**config.mk**
```make
export PLATFORM = sky130hd
export DESIGN_NAME = swu_readout
export DESIGN_NICKNAME = d
export VERILOG_FILES = /design/src/hdl/swu_pkg.sv /design/src/hdl/swu_shift_if.sv /design/src/hdl/swu_byte_tx.sv /design/src/hdl/swu_readout.sv
export VERILOG_INCLUDE_DIRS = /design/src /design/src/hdl
export SDC_FILE = /design/constraint.sdc
export NUM_CORES = 1
export LEC_CHECK = 0
export BUFFER_PORTS_ARGS = -buffer_cell sky130_fd_sc_hd__buf_2
export CAP_MARGIN = 20
export CORE_ASPECT_RATIO = 1.25
export CORE_MARGIN = 2
export CORE_UTILIZATION = 50
export DETAILED_ROUTE_END_ITERATION = 10
export PLACE_DENSITY_LB_ADDON = 0.3
export SLEW_MARGIN = 0
export SYNTH_ARGS = -nofsm -noshare
export SYNTH_HDL_FRONTEND = slang
export SYNTH_SLANG_ARGS = --single-unit
```
**constraint.sdc**
```tcl
create_clock -name sys_clk -period 41.6 [get_ports sys_clk]
set_input_delay 2.08 -clock sys_clk [delete_from_list [all_inputs] [get_ports sys_clk]]
set_output_delay 2.08 -clock sys_clk [all_outputs]
set_load 0.01 [all_outputs]
```
**src/hdl/swu_cfg.svh**
```systemverilog
// Purpose: Constants of the single-wire readout port.
// Assumes: 50 MHz system clock.
// Notes: Times are in ns; cycle counts derive from them.
`ifndef SWU_CFG_SVH
`define SWU_CFG_SVH
`define CLK_PERIOD_NS 20
`define WAKE_MIN_NS 30000
`define WAKE_MIN_CYC ((`WAKE_MIN_NS + `CLK_PERIOD_NS - 1) / `CLK_PERIOD_NS)
`define END_MIN_NS 30000
`define END_MIN_CYC ((`END_MIN_NS + `CLK_PERIOD_NS - 1) / `CLK_PERIOD_NS)
`define GAP_BASE 10
`define GAP_STEP 4
`define NS_PER_US 1000
`define GAP_DIV_CYC ((12 * `CLK_PERIOD_NS) / 10)
`define GAP_DEFAULT 8'h94
`define MODE_SINGLE_WIRE 3'h0
`define BIT_CNT_W 16
`endif

```
**src/hdl/swu_pkg.sv**
```systemverilog
// Purpose: Types of the single-wire readout port.
// Assumes: Nothing.
// Notes: State codes are one-hot.
package swu_pkg;
  typedef enum logic [6:0] {
    st_idle = 7'h01,
    st_wake = 7'h02,
    st_measure = 7'h04,
    st_tail = 7'h08,
    st_acquire = 7'h10,
    st_send = 7'h20,
    st_gap = 7'h40
  } state_t;
endpackage : swu_pkg

```
**src/hdl/swu_shift_if.sv**
```systemverilog
// Purpose: Link between the sequencer and the byte shifter.
// Assumes: One clock domain.
// Notes: start is a one-cycle pulse; done is a one-cycle pulse.
`timescale 1ns/1ps
interface swu_shift_if #(parameter int CW = 16);
  logic start;
  logic [7:0] data;
  logic [CW-1:0] bit_time;
  logic done;
  logic line_low;
  modport master (output start, output data, output bit_time,
                  input done, input line_low);
  modport shifter (input start, input data, input bit_time,
                   output done, output line_low);
endinterface : swu_shift_if

```
**src/hdl/swu_byte_tx.sv**
```systemverilog
// Purpose: Sends one asynchronous byte frame.
// Assumes: bit_time is at least 1.
// Notes: Start low, eight bits LSB first, one stop high.
`timescale 1ns/1ps
module swu_byte_tx #(parameter int CW = 16) (
  input wire logic sys_clk,
  input wire logic sys_rst,
  swu_shift_if.shifter sh
);
  typedef struct packed {
    logic busy;
    logic [3:0] idx;
    logic [CW-1:0] cnt;
    logic [9:0] frame;
    logic done;
  } tx_state_t;
  tx_state_t q, d;

  always_comb begin
    d = q;
    d.done = 1'b0;
    if (!q.busy) begin
      if (sh.start) begin
        d.busy = 1'b1;
        d.idx = 4'h0;
        d.cnt = sh.bit_time;
        d.frame = {1'b1, sh.data, 1'b0}; // RL3
      end
    end else if (q.cnt <= CW'(1)) begin
      d.cnt = sh.bit_time; // RL17
      if (q.idx == 4'h9) begin
        d.busy = 1'b0;
        d.done = 1'b1;
      end else begin
        d.idx = q.idx + 4'h1;
        d.frame = {1'b1, q.frame[9:1]}; // RL17
      end
    end else begin
      d.cnt = q.cnt - CW'(1);
    end
  end

  always_ff @(posedge sys_clk) begin
    if (sys_rst) begin
      q <= '0;
    end else begin
      q <= d;
    end
  end

  assign sh.done = q.done;
  assign sh.line_low = q.busy && !q.frame[0];
endmodule : swu_byte_tx

```
**src/hdl/swu_readout.sv**
```systemverilog
// Purpose: Single-wire UART readout port of a capacitance converter.
// Assumes: Open-drain line with pull-up; 50 MHz sys_clk.
// Notes: Acquisition is an external engine with a start/done pair.
//
// Summary of operation
// RL1 - Reply rate 4800 to 9600 bits per second
// RL2 - Reply carries 16-bit result, two bytes
// RL3 - One stop bit, no parity, idle high
// RL4 - Host pulse width equals wanted bit period
// RL5 - Device times pulse, uses it as period
// RL6 - Acquisition completes before any reply bit
// RL7 - Start bit, high byte, stop bit first
// RL8 - Gap, then start, low byte, stop
// RL9 - After low byte release line, idle
// RL10 - Wake on first falling edge, 30 us low
// RL11 - Measured high pulse becomes bit time
// RL12 - Host holds line low 30 us after
// RL13 - Host then floats the line
// RL14 - Gap is (10 + 4 x setting) / 1.2 us
// RL15 - Mode comes from stored setup only
// RL16 - Bit period within two percent of pulse
// RL17 - LSB first; start and stop one period
`timescale 1ns/1ps
`include "swu_cfg.svh"
module swu_readout #(
  parameter int CW = `BIT_CNT_W
) (
  input wire logic sys_clk,
  input wire logic sys_rst,
  input wire logic single_wire_line_in,
  output logic single_wire_line_out,
  output logic single_wire_line_oe,
  input wire logic [2:0] interface_mode_select,
  input wire logic [7:0] inter_byte_gap_setting,
  output logic acq_start,
  input wire logic acq_done,
  input wire logic [15:0] acq_result,
  output logic low_power
);
  // ==========================================================
  // Elaboration checks.
  // The counter must hold the longest inter-byte gap, which needs
  // sixteen bits at a 20 ns clock.
  if (CW < 16) begin : g_cw_small
    $error("CW too small for the longest inter-byte gap");
  end
  // Wider counters only add area; the bit period never needs them.
  if (CW > 24) begin : g_cw_large
    $error("CW wider than the counters are meant to be");
  end

  // ==========================================================
  // Line input synchroniser and state.
  typedef struct packed {
    logic sync1;
    logic sync2;
    logic line_prev;
    swu_pkg::state_t st;
    logic [CW-1:0] cnt;
    logic [CW-1:0] bit_time;
    logic [15:0] result;
    logic second;
    logic [2:0] mode;
    logic [7:0] gap_set;
    logic acq_start;
    logic tx_start;
    logic oe;
    logic low_power;
  } top_state_t;
  top_state_t q, d;

  // ==========================================================
  // Byte shifter.
  // The shifter sends one frame per start pulse and answers with done.
  swu_shift_if #(.CW(CW)) sh ();

  swu_byte_tx #(.CW(CW)) u_tx (
    .sys_clk(sys_clk),
    .sys_rst(sys_rst),
    .sh(sh)
  );

  // ==========================================================
  // Line level and edge.
  // The edge is taken between the second flop and its delayed copy,
  // so that a metastable first flop never reaches the sequencer.
  logic line;
  logic fell;
  assign line = q.sync2;
  assign fell = q.line_prev && !q.sync2;

  // ==========================================================
  // Inter-byte gap.
  // The gap is (10 + 4 x setting) / 1.2 us. Scaled to ns and divided
  // by 1.2 clock periods it becomes a whole count of cycles; the
  // remainder, under one cycle, is dropped.
  logic [31:0] gap_units;
  logic [31:0] gap_ns_scaled;
  logic [CW+1:0] gap_cyc;
  assign gap_units = 32'(`GAP_BASE) + 32'(`GAP_STEP) * 32'(q.gap_set);
  assign gap_ns_scaled = gap_units * 32'(`NS_PER_US);
  assign gap_cyc = (CW+2)'(gap_ns_scaled / 32'(`GAP_DIV_CYC)); // RL14

  assign sh.start = q.tx_start;
  assign sh.bit_time = q.bit_time; // RL5
  assign sh.data = q.second ? q.result[7:0] : q.result[15:8]; // RL2

  // ==========================================================
  // Sequencer.
  always_comb begin
    d = q;
    d.sync1 = single_wire_line_in;
    d.sync2 = q.sync1;
    d.line_prev = q.sync2;
    d.acq_start = 1'b0;
    d.tx_start = 1'b0;
    d.oe = sh.line_low;
    unique case (q.st)
      swu_pkg::st_idle: begin
        d.low_power = 1'b1;
        // Mode and gap are sampled only while idle, so that a change
        // cannot upset a reply in progress.
        d.mode = interface_mode_select; // RL15
        d.gap_set = inter_byte_gap_setting;
        if (fell && q.mode == `MODE_SINGLE_WIRE) begin // RL10
          d.st = swu_pkg::st_wake;
          d.low_power = 1'b0;
          d.cnt = '0;
        end
      end

      swu_pkg::st_wake: begin
        if (line) begin
          // Too short a wake pulse is treated as a glitch.
          d.st = (q.cnt >= CW'(`WAKE_MIN_CYC)) ? swu_pkg::st_measure
                                               : swu_pkg::st_idle; // RL10
          d.cnt = CW'(1);
        end else if (q.cnt != '1) begin
          d.cnt = q.cnt + CW'(1);
        end
      end

      swu_pkg::st_measure: begin
        if (!line) begin
          d.bit_time = q.cnt; // RL11 RL16 RL1
          d.st = swu_pkg::st_tail;
          d.cnt = '0;
        end else if (q.cnt != '1) begin
          d.cnt = q.cnt + CW'(1);
        end else begin
          // A pulse too long for the counter is dropped as a fault.
          d.st = swu_pkg::st_idle;
        end
      end

      swu_pkg::st_tail: begin
        // The trailing low is the host's to time; only its release counts.
        if (line) begin // RL13
          d.st = swu_pkg::st_acquire;
          d.acq_start = 1'b1;
        end
      end

      swu_pkg::st_acquire: begin
        // The result is held in the state until both bytes are out.
        if (acq_done) begin // RL6
          d.result = acq_result;
          d.second = 1'b0;
          d.tx_start = 1'b1; // RL7
          d.st = swu_pkg::st_send;
        end
      end

      swu_pkg::st_send: begin
        if (sh.done) begin
          if (q.second) begin
            d.st = swu_pkg::st_idle; // RL9
          end else begin
            d.st = swu_pkg::st_gap;
            d.cnt = '0;
          end
        end
      end

      swu_pkg::st_gap: begin
        // Comparing the count plus one makes the gap exactly gap_cyc long.
        if ((CW+2)'(q.cnt) + (CW+2)'(1) >= gap_cyc) begin // RL8
          d.second = 1'b1;
          d.tx_start = 1'b1;
          d.st = swu_pkg::st_send;
        end else begin
          d.cnt = q.cnt + CW'(1);
        end
      end
      default: begin
        d.st = swu_pkg::st_idle;
      end
    endcase
  end

  // ==========================================================
  // State register.
  always_ff @(posedge sys_clk) begin
    if (sys_rst) begin
      // The synchroniser starts at the idle high level of the line, so
      // that leaving reset never looks like a wake edge.
      q <= '0;
      q.sync1 <= 1'b1;
      q.sync2 <= 1'b1;
      q.line_prev <= 1'b1;
      q.st <= swu_pkg::st_idle;
      q.gap_set <= `GAP_DEFAULT;
      q.mode <= `MODE_SINGLE_WIRE;
      q.low_power <= 1'b1;
    end else begin
      q <= d;
    end
  end

  // ==========================================================
  // Outputs.
  // Open drain: the pin is only ever pulled low, never driven high.
  assign single_wire_line_out = 1'b0; // RL3
  assign single_wire_line_oe = q.oe;
  assign acq_start = q.acq_start;
  assign low_power = q.low_power;
endmodule : swu_readout

```
# Word-level counts from Yosys, hierarchy flattened

Cells that the tools add are included.

Input port bits: 31
Register bits: 106
Logic and storage cells: 104
Output and inout bits: 4

Reductions and logical operators: 17
Eq/ne operators: 20
$lt $le $gt $ge: 3
Multiplexer cells: 34
Bitwise gates (word level): 4
Multipliers: 1
Add/subtract/negate cells: 5
Div/mod/pow operators: 1

Operators with widths:

| cell                                                  | count |
|---|---|
| 2-to-1 mux 16 bit                                     | 5 |
| one-hot mux 16 bit (5 select lines)                   | 1 |
| 2-to-1 mux 23 bit                                     | 3 |
| 2-to-1 mux 31 bit                                     | 2 |
| one-hot mux 7 bit (7 select lines)                    | 1 |
| 2-to-1 mux 7 bit                                      | 6 |
| divider 32 x 5 -> 32 bit, second input constant       | 1 |
| >= comparator 17 x 18 -> 1 bit                        | 1 |
| multiplier 11 x 7 -> 18 bit, second input constant    | 1 |
| != test 2 bit, second input constant                  | 9 |
| adder 16 x 1 -> 17 bit, second input constant         | 1 |
| adder 16 x 1 -> 16 bit, second input constant         | 1 |
| >= comparator 16 x 11 -> 1 bit, second input constant | 1 |
| <= comparator 16 x 1 -> 1 bit, second input constant  | 1 |
| != test 16 bit, second input constant                 | 1 |
| subtractor 16 x 1 -> 16 bit, second input constant    | 1 |
| adder 4 x 10 -> 11 bit, first input constant          | 1 |
| 2-to-1 mux 11 bit                                     | 1 |
| 2-to-1 mux 10 bit                                     | 1 |
| 2-to-1 mux 1 bit                                      | 8 |
| 2-to-1 mux 8 bit                                      | 1 |
| equality test 7 x 1 -> 1 bit, second input constant   | 1 |
| equality test 7 x 2 -> 1 bit, second input constant   | 1 |
| equality test 7 x 3 -> 1 bit, second input constant   | 1 |
| 24 further kinds                                      | 34 |

# Depth between registers and ports, before layout

Word-level depth: 6
Mapped depth: 95
Gate-level depth less buffers: 86

# Hierarchy

A second synthesis with hierarchy kept.

Cells, all modules: 1598
Area, all modules: 12260.5 um2

Modules (own cells, without submodules):

| module      | instances | area an instance (um2) | cells each | seq. area each (um2) |
|---|---|---|---|---|
| swu_readout | 1         | 10418.7                | 1373       | 1481.4 |
| swu_byte_tx | 1         | 1841.8                 | 225        | 640.6 |

# Worst setup path after synthesis

OpenSTA, ideal clock, no wires.

Path type: reg-to-reg
Start: register q[5] (netlist bit)
End: register q[59] (netlist bit)
Buffers on the path: 4
Required time: 41472 ps
Stages on the path, launching flop included: 86
Arrival time: 18836 ps
Setup slack: 22637 ps
Clock period less this slack: 18963 ps
Cell sequence: dfxtp_1 -> clkbuf_1 -> nand3_1 -> xnor2_1 -> xnor2_1 -> fa_1 -> inv_1 -> fa_1 -> inv_1 -> fa_1 -> inv_1 -> ha_1 -> o211ai_1 -> o21ai_2 -> a21oi_4 -> o31a_4 -> xor2_2 -> a31oi_1 -> [... 50 more ...] -> a21oi_1 -> nor2b_1 -> o21ai_0 -> nand2b_1 -> a21oi_1 -> nor2b_1 -> o21ai_0 -> nand2b_1 -> a21oi_1 -> nor2b_1 -> o21ai_0 -> nand2b_1 -> nand2b_1 -> nor4bb_1 -> clkbuf_1 -> clkbuf_1 -> mux2i_1 -> nor2_1

Cells in the longest elaborated chain, start to end: 6

RTL lines:

| element                        | RTL line           | RTL |
|---|---|---|
| from (decl)                    | swu_readout.sv:70  | `top_state_t q, d;` |
| adder 4 x 10 -> 11 bit         | swu_readout.sv:100 | `` assign gap_units = 32'(`GAP_BASE) + 32'(`GAP_STEP) * 32'(q.gap_set); `` |
| multiplier 11 x 7 -> 18 bit    | swu_readout.sv:101 | `` assign gap_ns_scaled = gap_units * 32'(`NS_PER_US); `` |
| divider 32 x 5 -> 32 bit       | swu_readout.sv:102 | `` assign gap_cyc = (CW+2)'(gap_ns_scaled / 32'(`GAP_DIV_CYC)); `` |
| >= comparator 17 x 18 -> 1 bit | swu_readout.sv:187 | `if ((CW+2)'(q.cnt) + (CW+2)'(1) >= gap_cyc) begin` |
| != test 2 bit (no line)        | --                 |  |
| AND reduction 5 bit (no line)  | --                 |  |

Every way passes these cells.
A chain may end at the register's enable or synchronous reset.

# Final worst setup path

Start: register q[5] (netlist bit)
End: register q[57] (netlist bit)

The elaborated chain is that of the path after synthesis.

==> impl_metrics.tcl <==
set metrics [dict create \
    outcome "complete, no violations" \
    critPathKind "flop to flop" \
    numCtsBuffers 9 \
    n_antenna_cell 0 \
    critical_path_required_ns 41.78 \
    synth-async-reset-ratio 0 \
    clock_latency_ns 0.35 \
    ys_types 119 \
    regArea_mm2 0.00212 \
    die_height_um 172 \
    htree_levels 3 \
    synth_seq_cells 106 \
    die_w_um 139 \
    port_buffers 33 \
    grt_usage 0.244 \
    cts_root_buffer "clkbuf_16" \
    path_common_cell "a21oi_1" \
    setup_viol 0 \
    grt-ovfl-total 0 \
    mostFrequentLayoutCells "nand2_1, nor2_1, a21oi_1" \
    wl_per_cell_um 16.9 \
    tns_ns 0 \
    initial_utilization 0.509 \
    finalCriticalPeriod_ns 21.89 \
    fill_cells 2115 \
    syn_to_final_growth_pct 5.61 \
    gp_congestion 0.989 \
    max_stage_delay_ns 0.85 \
    ys.flop_type "dfxtp_1" \
    syn_area_mm2 0.0113 \
    drt-total-wl_um 29400 \
    via_per_inst 6.32 \
    drtIter0Drc 653 \
    syn-num-nets 1586 \
    seq_area_frac_synth 0.188 \
    post-route-drc-count 0 \
    synth_top_cell_by_area "dfxtp_1" \
    synth_top_area_frac 0.188 \
    syn_avg_cell_area_um2 7.72 \
    netlist_top_cells_area "dfxtp_1, ha_1, nand2_1" \
    max_freq_mhz 45.7 \
    ys_warn_count 0 \
    end_kind "flop" \
    multi_input_area_mm2 0.00869 \
    cts_hold_buf 0 \
    core_mm2 0.0222 \
    cp.arrival_ns 22.07 \
    cp_top_family "compound AO/OA/AOI/OAI gates" \
    path_clk_slew_ns 0.07 \
    nets 1569 \
    grt_setup_unrepaired "no" \
    start_kind "flop" \
    rows 61 \
    drv_cap 0 \
    finalHoldViolations 0 \
    grt_pass1_vias 10600 \
    mostFrequentLayoutCell "nand2_1" \
    cp_max_fo 26 \
    cts.sinks 106 \
    post_cts_buffers 0 \
    clk_path_buf_depth 2 \
    grt_antenna_before_repair 0 \
    path_buf_inv 6 \
    grt_pass1_wl_um 49800 \
    skew_ns 0.0118 \
    place_area_mm2 0.0116 \
    drtPass1Iterations 5 \
    num_vias 11000 \
    hpwl_um 22700 \
    postCtsResizedCells 0 \
    grt_max_degree 106 \
    tightest_slew_ns 1.07 \
    ant_nets 0 \
    layout-drive-gt1-share 0.103 \
    cts_tree "built" \
    fin_area_mm2 0.0119 \
    synth-edff-count 0 \
    max_slew_margin 0.283 \
    syn-instance-count 1465 \
    hold_path.class "flop to flop" \
    io_pins 35 \
    cp_slowest_cell "xor2_1" \
    fin_crit_sh 0.526 \
    slew_viol_final 0 \
    dieArea_mm2 0.0238 \
]
final cells by class:
type | instances | share of cell area
multi-input cells | 1226 | 0.727
repair buffers | 40 | 0.0184
clock buffers | 10 | 0.0200
clock inverters | 6 | 0.00649
well taps | 283 | 0.0296
flip-flops and latches | 106 | 0.178
inverters | 65 | 0.0204
synthesized netlist by cell type, types with 12 or more instances:
cell type and count:
nand4_1 20, nand2_1 172, fa_1 21, a31oi_1 20, xor2_1 28, nor2b_1 17, o211ai_1 14, or3_1 14
mux2i_1 36, dfxtp_1 106, and3_1 21, a211oi_1 26, a21oi_1 113, nor3_1 48, nor2_1 128, inv_1 62
nand3_1 41, or2_2 15, xnor2_1 50, o21ai_0 55, nor4_1 15, a221oi_1 18, ha_1 69, clkbuf_1 55
o31ai_1 12, and2_1 16, nand2b_1 28
per-stage QoR:
stage	utilization	instances	setup slack, ns	hold WS [ns]
after CTS	0.538	1736	20.12	0.424
after global routing	0.538	1736	17.89	0.445
final	0.538	1736	19.71	0.420
after floorplan	-	1465	22.64	0.389
after detailed placement	0.524	1720	20.19	0.401
after global placement	0.524	1720	20.70	0.404
logic make-up after synthesis:
family	Yosys count	synth area share
adders and majority gates	91	0.114
muxes	48	0.0440
other	1	0.000332
buffers and inverters	133	0.0456
xor gates and xnor gates	85	0.0720
and+or+nand+nor	597	0.269
DFF	106	0.188
AOI/OAI and AO/OA	404	0.267
flip-flops by register name, summed over array words and instances, names as in the netlist:
| register | count |
|---|---|
| sh.bit_time | 16 |
| line | 1 |
| acq_start | 1 |
| low_power | 1 |
| u_tx.q | 31 |
| u_tx.sh.done | 1 |
| single_wire_line_oe | 1 |
| sh.start | 1 |
| d | 1 |
| q | 52 |
layer usage:
layer / part of all wire / track usage
met5: 0 / 0
met4: 0.041 / 0.116
met3: 0.037 / 0.0216
met2: 0.50 / 0.454
met1: 0.42 / 0.284
path summary, 6_finish.rpt:
check	slack [ns]	start	endpoint	depth (start not counted)
max	19.71	q[5]$_SDFFE_PP0P_	q[57]$_SDFFE_PP0P_	82
min	0.42	d[72]$_SDFF_PP1_	line$_SDFF_PP1_	1
max reg2reg	19.71	q[5]$_SDFFE_PP0P_	q[57]$_SDFFE_PP0P_	82
min reg2reg	0.42	d[72]$_SDFF_PP1_	line$_SDFF_PP1_	1
Power is left out: the tool's default activity adds up to more than one toggle a clock period on the data nets, which glitch-free logic cannot reach.
